### src/hdl/psuc_pkg.sv
package psuc_pkg;
	localparam int PSUC_AW = 8;
	localparam int PSUC_DW = 32;
	localparam logic [7:0] PSUC_OFS_GEN_CTRL = 8'h00;
	localparam logic [7:0] PSUC_OFS_MASTER_CTRL = 8'h04;
	localparam logic [7:0] PSUC_OFS_RISE_SET = 8'h08;
	localparam logic [7:0] PSUC_OFS_DBCTL_SET = 8'h0C;
	localparam logic [7:0] PSUC_OFS_OUTB_SET = 8'h10;
	localparam logic [7:0] PSUC_OFS_RISE_ACT = 8'h14;
	localparam logic [7:0] PSUC_OFS_DBCTL_ACT = 8'h18;
	localparam logic [7:0] PSUC_OFS_OUTB_ACT = 8'h1C;
	localparam int PSUC_RISE_UPD_POS = 12;
	localparam int PSUC_DBCTL_UPD_POS = 10;
	localparam int PSUC_OUTB_UPD_POS = 8;
	localparam int PSUC_SYNC_REQ_POS = 0;
	localparam logic [15:0] PSUC_CTRL_MASK = 16'h3F00;
	localparam logic [31:0] PSUC_RST_VAL = 32'h00000000;
	localparam logic [31:0] PSUC_BAD_ADDR_VAL = 32'h00000000;
	typedef enum logic [1:0] {
		PSUC_UPD_IMMEDIATE = 2'h0,
		PSUC_UPD_RESERVED = 2'h1,
		PSUC_UPD_LOCAL = 2'h2,
		PSUC_UPD_GLOBAL = 2'h3
	} psuc_upd_mode_t;
endpackage : psuc_pkg

### src/hdl/psuc_top.sv
// Functional notes
// - Bits 13:12 choose rise delay update mode.
// - Bits 11:10 dead-band ctrl, 9:8 output-B mode.
// - Mode 0: write applies immediately.
// - Mode 2: apply at next counter zero.
// - Mode 3: apply at zero after sync request.
//
// Design decisions made here: the Wishbone interface to the registers and the address map.
`timescale 1ns/100ps
module psuc_top #(
	parameter int SET_W = 32
) (
	input wire logic mclk_in, // System clock.
	input wire logic rst_n_in, // Async reset, active low.
	input wire logic wb_cyc_in, // Wishbone cycle.
	input wire logic wb_stb_in, // Wishbone strobe.
	input wire logic wb_we_in, // Wishbone write enable.
	input wire logic [psuc_pkg::PSUC_AW-1:0] wb_adr_in, // Byte address.
	input wire logic [3:0] wb_sel_in, // Byte enables.
	input wire logic [psuc_pkg::PSUC_DW-1:0] wb_dat_in, // Write data.
	output logic [psuc_pkg::PSUC_DW-1:0] wb_dat_out, // Read data.
	output logic wb_ack_out, // Wishbone acknowledge.
	input wire logic cnt_zero_in, // Counter at zero, same clock.
	output logic [SET_W-1:0] rise_delay_out, // Active rise delay.
	output logic [SET_W-1:0] deadband_ctrl_out, // Active dead-band control.
	output logic [SET_W-1:0] out_b_action_out // Active output-B action.
);
	import psuc_pkg::*;

	if (SET_W < 1 || SET_W > PSUC_DW) begin : g_bad_width
		$error("SET_W out of range");
	end

	logic [15:0] ctrl_r;
	logic sync_req_r;
	logic [SET_W-1:0] shadow_r [3];
	logic [SET_W-1:0] active_r [3];
	logic [2:0] pend_r;
	logic [2:0] wr_set;
	logic [1:0] mode [3];
	logic req;
	logic wr;
	logic [31:0] wmask;
	logic [31:0] ctrl_wr;

	function automatic logic [31:0] merge(input logic [31:0] old, input logic [31:0] nw,
		input logic [31:0] m);
		merge = (old & ~m) | (nw & m);
	endfunction : merge

	assign req = wb_cyc_in && wb_stb_in && !wb_ack_out;
	assign wr = req && wb_we_in;
	assign wmask = {{8{wb_sel_in[3]}}, {8{wb_sel_in[2]}}, {8{wb_sel_in[1]}}, {8{wb_sel_in[0]}}};
	assign ctrl_wr = merge({16'h0000, ctrl_r}, wb_dat_in, wmask);
	assign mode[0] = ctrl_r[PSUC_RISE_UPD_POS +: 2];
	assign mode[1] = ctrl_r[PSUC_DBCTL_UPD_POS +: 2];
	assign mode[2] = ctrl_r[PSUC_OUTB_UPD_POS +: 2];
	assign wr_set[0] = wr && wb_adr_in == PSUC_OFS_RISE_SET;
	assign wr_set[1] = wr && wb_adr_in == PSUC_OFS_DBCTL_SET;
	assign wr_set[2] = wr && wb_adr_in == PSUC_OFS_OUTB_SET;

	always_ff @(posedge mclk_in or negedge rst_n_in) begin
		if (!rst_n_in) begin
			wb_ack_out <= 1'b0;
		end else begin
			wb_ack_out <= req;
		end
	end

	always_ff @(posedge mclk_in or negedge rst_n_in) begin
		if (!rst_n_in) begin
			ctrl_r <= 16'h0000;
		end else if (wr && wb_adr_in == PSUC_OFS_GEN_CTRL) begin
			ctrl_r <= ctrl_wr[15:0] & PSUC_CTRL_MASK;
		end
	end

	// Sync request: a new request wins over the clear at counter zero.
	always_ff @(posedge mclk_in or negedge rst_n_in) begin
		if (!rst_n_in) begin
			sync_req_r <= 1'b0;
		end else if (wr && wb_adr_in == PSUC_OFS_MASTER_CTRL && wb_sel_in[0] &&
			wb_dat_in[PSUC_SYNC_REQ_POS]) begin
			sync_req_r <= 1'b1;
		end else if (cnt_zero_in) begin
			sync_req_r <= 1'b0;
		end
	end

	for (genvar g = 0; g < 3; g++) begin : g_set
		logic [31:0] sh_wr;
		logic apply;
		assign sh_wr = merge(32'(shadow_r[g]), wb_dat_in, wmask);
		// Reserved mode 1 is treated like mode 2.
		// A setting write in the same cycle as counter zero wins and, outside mode 0, stays pending.
		assign apply = pend_r[g] && cnt_zero_in &&
			(mode[g] != PSUC_UPD_GLOBAL || sync_req_r);

		always_ff @(posedge mclk_in or negedge rst_n_in) begin
			if (!rst_n_in) begin
				shadow_r[g] <= '0;
				pend_r[g] <= 1'b0;
			end else if (wr_set[g]) begin
				shadow_r[g] <= sh_wr[SET_W-1:0];
				pend_r[g] <= mode[g] != PSUC_UPD_IMMEDIATE;
			end else if (apply) begin
				pend_r[g] <= 1'b0;
			end
		end

		always_ff @(posedge mclk_in or negedge rst_n_in) begin
			if (!rst_n_in) begin
				active_r[g] <= '0;
			end else if (wr_set[g] && mode[g] == PSUC_UPD_IMMEDIATE) begin
				active_r[g] <= sh_wr[SET_W-1:0];
			end else if (apply) begin
				active_r[g] <= shadow_r[g];
			end
		end
	end

	assign rise_delay_out = active_r[0];
	assign deadband_ctrl_out = active_r[1];
	assign out_b_action_out = active_r[2];

	always_ff @(posedge mclk_in or negedge rst_n_in) begin
		if (!rst_n_in) begin
			wb_dat_out <= PSUC_RST_VAL;
		end else if (req && !wb_we_in) begin
			case (wb_adr_in)
				PSUC_OFS_GEN_CTRL: wb_dat_out <= {16'h0000, ctrl_r};
				PSUC_OFS_MASTER_CTRL: wb_dat_out <= {31'h00000000, sync_req_r};
				PSUC_OFS_RISE_SET: wb_dat_out <= 32'(shadow_r[0]);
				PSUC_OFS_DBCTL_SET: wb_dat_out <= 32'(shadow_r[1]);
				PSUC_OFS_OUTB_SET: wb_dat_out <= 32'(shadow_r[2]);
				PSUC_OFS_RISE_ACT: wb_dat_out <= 32'(active_r[0]);
				PSUC_OFS_DBCTL_ACT: wb_dat_out <= 32'(active_r[1]);
				PSUC_OFS_OUTB_ACT: wb_dat_out <= 32'(active_r[2]);
				default: wb_dat_out <= PSUC_BAD_ADDR_VAL;
			endcase
		end
	end

	property p_immediate;
		@(posedge mclk_in) disable iff (!rst_n_in)
		(wr_set[0] && mode[0] == PSUC_UPD_IMMEDIATE && wb_sel_in == 4'hF)
			|=> rise_delay_out == $past(wb_dat_in[SET_W-1:0]);
	endproperty
	a_immediate: assert property (p_immediate) else $error("immediate write not applied");

	property p_local_hold;
		@(posedge mclk_in) disable iff (!rst_n_in)
		(wr_set[1] && mode[1] == PSUC_UPD_LOCAL && !cnt_zero_in)
			|=> $stable(deadband_ctrl_out);
	endproperty
	a_local_hold: assert property (p_local_hold) else $error("local write applied early");

	property p_local_apply;
		@(posedge mclk_in) disable iff (!rst_n_in)
		(pend_r[2] && mode[2] == PSUC_UPD_LOCAL && cnt_zero_in && !wr_set[2])
			|=> out_b_action_out == $past(shadow_r[2]) && !pend_r[2];
	endproperty
	a_local_apply: assert property (p_local_apply) else $error("local update missed zero");

	property p_global_wait;
		@(posedge mclk_in) disable iff (!rst_n_in)
		(pend_r[0] && mode[0] == PSUC_UPD_GLOBAL && !sync_req_r && !wr_set[0])
			|=> $stable(rise_delay_out);
	endproperty
	a_global_wait: assert property (p_global_wait) else $error("global applied w/o request");

	property p_global_apply;
		@(posedge mclk_in) disable iff (!rst_n_in)
		(pend_r[1] && mode[1] == PSUC_UPD_GLOBAL && sync_req_r && cnt_zero_in && !wr_set[1])
			|=> deadband_ctrl_out == $past(shadow_r[1]);
	endproperty
	a_global_apply: assert property (p_global_apply) else $error("global update missed");

	property p_sync_clear;
		@(posedge mclk_in) disable iff (!rst_n_in)
		(sync_req_r && cnt_zero_in && !wr) |=> !sync_req_r;
	endproperty
	a_sync_clear: assert property (p_sync_clear) else $error("sync request not cleared");

	property p_field_pos;
		@(posedge mclk_in) disable iff (!rst_n_in)
		(wr && wb_adr_in == PSUC_OFS_GEN_CTRL && wb_sel_in[1])
			|=> ctrl_r[13:8] == $past(wb_dat_in[13:8]);
	endproperty
	a_field_pos: assert property (p_field_pos) else $error("mode field not stored");

	property p_ack;
		@(posedge mclk_in) disable iff (!rst_n_in)
		req |=> wb_ack_out ##1 !wb_ack_out;
	endproperty
	a_ack: assert property (p_ack) else $error("ack timing wrong");

	property p_rsvd_zero;
		@(posedge mclk_in) disable iff (!rst_n_in)
		(req && !wb_we_in && wb_adr_in == PSUC_OFS_GEN_CTRL)
			|=> (wb_dat_out & ~{16'h0000, PSUC_CTRL_MASK}) == 32'h00000000;
	endproperty
	a_rsvd_zero: assert property (p_rsvd_zero) else $error("reserved control bits set");

	property p_sync_set;
		@(posedge mclk_in) disable iff (!rst_n_in)
		(wr && wb_adr_in == PSUC_OFS_MASTER_CTRL && wb_sel_in[0] &&
			wb_dat_in[PSUC_SYNC_REQ_POS]) |=> sync_req_r;
	endproperty
	a_sync_set: assert property (p_sync_set) else $error("sync request not taken");

	property p_imm_pend;
		@(posedge mclk_in) disable iff (!rst_n_in)
		(wr_set[2] && mode[2] == PSUC_UPD_IMMEDIATE)
			|=> !pend_r[2];
	endproperty
	a_imm_pend: assert property (p_imm_pend) else $error("immediate write left pending");

	property p_global_hold;
		@(posedge mclk_in) disable iff (!rst_n_in)
		(pend_r[2] && mode[2] == PSUC_UPD_GLOBAL && !sync_req_r && cnt_zero_in && !wr_set[2])
			|=> pend_r[2] && $stable(out_b_action_out);
	endproperty
	a_global_hold: assert property (p_global_hold) else $error("global applied at bare zero");
endmodule : psuc_top

### config.mk
export PLATFORM = sky130hd
export DESIGN_NAME = psuc_top
export DESIGN_NICKNAME = d
export VERILOG_FILES = /design/src/hdl/psuc_pkg.sv /design/src/hdl/psuc_top.sv
export SDC_FILE = /design/constraint.sdc
export NUM_CORES = 1
export LEC_CHECK = 0
export ABC_AREA = 1
export BUFFER_PORTS_ARGS = -buffer_cell sky130_fd_sc_hd__buf_2
export CORE_MARGIN = 2
export CORE_UTILIZATION = 30
export CTS_CLUSTER_SIZE = 20
export DETAILED_ROUTE_END_ITERATION = 7
export HOLD_SLACK_MARGIN = 0.05
export MAX_ROUTING_LAYER = met4
export PLACE_DENSITY = 0.49
export SLEW_MARGIN = 20
export SYNTH_ARGS = -nofsm -noshare
export SYNTH_HDL_FRONTEND = slang
export SYNTH_SLANG_ARGS = --single-unit
export TNS_END_PERCENT = 30
### constraint.sdc
create_clock -name mclk_in -period 3.2 [get_ports mclk_in]
set_input_delay 0.48 -clock mclk_in [delete_from_list [all_inputs] [get_ports mclk_in]]
set_output_delay 0.48 -clock mclk_in [all_outputs]
set_load 0.005 [all_outputs]
==> results.sh <==
export IMPL_clk_pin_slew_ps=60
export IMPL_synth_area_leaders="dfrtp_1 46%, nand3_1 18%, nand2_1 13%"
export IMPL_start_util_pct=30.3
export IMPL_cap_violations=0
export IMPL_rsz0062_at_grt="false"
export IMPL_wl_met3_mm=2.52
export IMPL_yosysTopAreaCellShare_pct=46.2
export IMPL_clockRootBuffer="clkbuf_16"
export IMPL_layout_drive_gt1_share_pct=14.8
export IMPL_port_buffers=178
export IMPL_synth_edf_count=0
export IMPL_ys_types=21
export IMPL_run_status="finished, final reports clean"
export IMPL_dp_hpwl_mm=31.9
export IMPL_final_setup_skew_ps=14.9
export IMPL_drv_slew=0
export IMPL_grt_pass1_wl_mm=75.4
export IMPL_ys_flop_type="dfrtp_1"
export IMPL_worst_skew_pair_late_latency_ps=560
export IMPL_ys_ff_latch=235
export IMPL_synth_most_common_cell="nand3_1"
export IMPL_postPlaceCellArea_sq_um=14000
export IMPL_syn_cell_area_sq_um=12700
export IMPL_wl_met1_mm=21.3
export IMPL_slew_headroom_pct=34.5
export IMPL_diodes=0
export IMPL_die_h_microns=210
export IMPL_crit_fanout=53
export IMPL_avgSynthCellArea_sq_um=7.21
export IMPL_numCtsBuffers=29
export IMPL_grt_pass1_vias=12300
export IMPL_finalCriticalPeriod_ps=2140
export IMPL_grt_overflow=0
export IMPL_p_per_area_nw_per_um2=510
export IMPL_drt_initial_drc_count=1026
export IMPL_hp_class="in2reg"
export IMPL_drt_first_pass_iters=6
export IMPL_fin_ws_ps=1060
export IMPL_antenna_found_initial=1
export IMPL_top_layer="met4"
export IMPL_cts_max_path_buffers=3
export IMPL_tightestPinTransition_ps=982
export IMPL_htree_levels=1
export IMPL_met2_length_mm=23.5
export IMPL_fp_row_count=75
export IMPL_fmax_mhz=468
export IMPL_worstPathRequired_ps=3690
export IMPL_setup_tns_final_ps=0
export IMPL_p_leak_nw=7.97
export IMPL_syn2layout_area_growth_pct=17.7
export IMPL_preCtsSetupSlack_ps=650
export IMPL_routed_wl_mm=49.1
export IMPL_finalHoldViolCount=0
export IMPL_io_pins=179
export IMPL_tritoncts="built"
export IMPL_ir_drop_mv=0.339
export IMPL_period_share_pct=66.8
export IMPL_dieWidth_microns=210
export IMPL_synthTopCellsByCount="466 x nand3_1, 441 x nand2_1, 235 x dfrtp_1"
export IMPL_worstPathArrival_ps=2620
export IMPL_final_nets=1928
export IMPL_multi_input_area_sq_um=5820
export IMPL_ant_nets=0
export IMPL_core_area_sq_um=41900
export IMPL_criticalPathCategory="reg2reg"
export IMPL_syn_num_nets=1816
export IMPL_drcViolationCount=0
export IMPL_postLayoutCoreUtil_pct=35.7
export IMPL_setup_worst_path_end_class="flip-flop"
export IMPL_die_area_sq_um=44100
export IMPL_n_fill_cell=4560
export IMPL_gp_congestion=0.844
export IMPL_wire_per_inst_microns=20.1
export IMPL_async_flop_share_pct=100
export IMPL_regToRegSetupSlack_ps=1060
export IMPL_seq_area_sq_um=5880
export IMPL_syn_inst=1766
export IMPL_critPathLaunchType="flip-flop"
export IMPL_avgViaCountPerCell=5.14
export IMPL_stdcell_area_sq_um=15000
export IMPL_yosysSeqAreaShare_pct=46.2
export IMPL_setup_viol=0
export IMPL_cts_sinks=235
export IMPL_yosys_warnings=0
export IMPL_grt_max_degree=118
export IMPL_num_vias=12500
export IMPL_grt_use_total_pct=23.0
export IMPL_yosys_area_top_type="dfrtp_1"
-- critical path: stages (launching register included) --
cell and delay (ps):
dfrtp_1 390, nor2_2 160, nand2_2 190, nor2_4 190
nand2_2 330, buf_12 320, inv_2 260, nand2_1 90
nand3_1 90
-- layer usage --
metal  track usage (%)  up-vias
met2              38.4      384
li1                  -     6024
met5                 -        -
met1              29.3     6056
met4              7.73        0
met3              2.44       77
-- path summary, 6_finish.rpt --
kind,start,endpoint,depth (start not counted)
hold / removal,wb_stb_in,wb_ack_out$_DFF_PN0_,3
max in group asynchronous,rst_n_in,shadow_r[85]$_DFFE_PN0P_,3
setup reg to reg,wb_ack_out$_DFF_PN0_,rise_delay_out[6]$_DFFE_PN0P_,8
hold reg to reg,wb_ack_out$_DFF_PN0_,wb_ack_out$_DFF_PN0_,1
setup / recovery,wb_ack_out$_DFF_PN0_,rise_delay_out[6]$_DFFE_PN0P_,8
min in group asynchronous,rst_n_in,rise_delay_out[24]$_DFFE_PN0P_,2
-- what timing repair did --
action | CTS | global route
hold endpoints to repair | 70 | 0
hold buffers | 1 | 0
setup buffers | 0 | 0
gates resized for setup | 0 | 0
-- registers in the layout (all words and copies together) (netlist names), named ones only --
| register | cells |
|---|---|
| shadow_r | 96 |
| rise_delay_out | 32 |
| wb_dat_out | 32 |
| deadband_ctrl_out | 32 |
| out_b_action_out | 32 |
| wb_ack_out | 1 |
| pend_r | 3 |
| sync_req_r | 1 |
-- placed cells by master, fill, tap and decap left out, types with 3 or more instances in the layout --
| cell type | synthesis | layout |
|---|---|---|
| a21boi_0 | 18 | 18 |
| buf_12 | 0 | 4 |
| buf_2 | 41 | 177 |
| buf_4 | 7 | 27 |
| clkbuf_1 | 57 | 10 |
| clkbuf_16 | 0 | 29 |
| clkbuf_8 | 0 | 11 |
| dfrtp_1 | 235 | 235 |
| inv_1 | 126 | 125 |
| inv_2 | 2 | 3 |
| nand2_1 | 441 | 439 |
| nand2_2 | 4 | 6 |
| nand3_1 | 466 | 464 |
| nor2_1 | 119 | 116 |
| nor2_2 | 3 | 4 |
| nor2_4 | 4 | 6 |
| o21ai_0 | 192 | 192 |
| o21ai_1 | 7 | 7 |
| or2_0 | 10 | 10 |
| or2_2 | 8 | 8 |
-- final cells by class --
cell class	instances	share of cell area (%)
Clock buffer	50	6.11
Inverter	128	3.21
Clock inverter	2	0.0669
Multi-Input combinational cell	1274	38.9
Tap cell	539	4.50
Sequential cell	235	39.3
Timing Repair Buffer	210	7.97
-- cells by family (layout without fill, tap and decap cells) --
kind of cell           Yosys count  count (layout)  share of synthesized area [%]
AND/OR/NAND/NOR               1056            1056                           36.5
flip-flops                     235             235                           46.2
AO/OA/AOI/OAI                  218             218                           8.96
buffers and inverters          257             390                           8.31
-- report_power, final --
group          leakage (nW)  switching (mW)  total, mW  internal (mW)
Combinational          4.68           0.565      0.915          0.350
Clock                 0.456            1.33       3.24           1.91
Sequential             2.83           0.252       3.48           3.23
-- through the flow --
step | hold WS (ps) | std cells | power, mW
global placement | 449 | 2385 | 4.46
CTS | 143 | 2438 | 7.73
floorplan | 184 | 1766 | 3.84
global route | 171 | 2438 | 7.96
detailed placement | 459 | 2385 | 4.46
finish | 163 | 2438 | 7.63
Power figures use the tool's default switching activity.
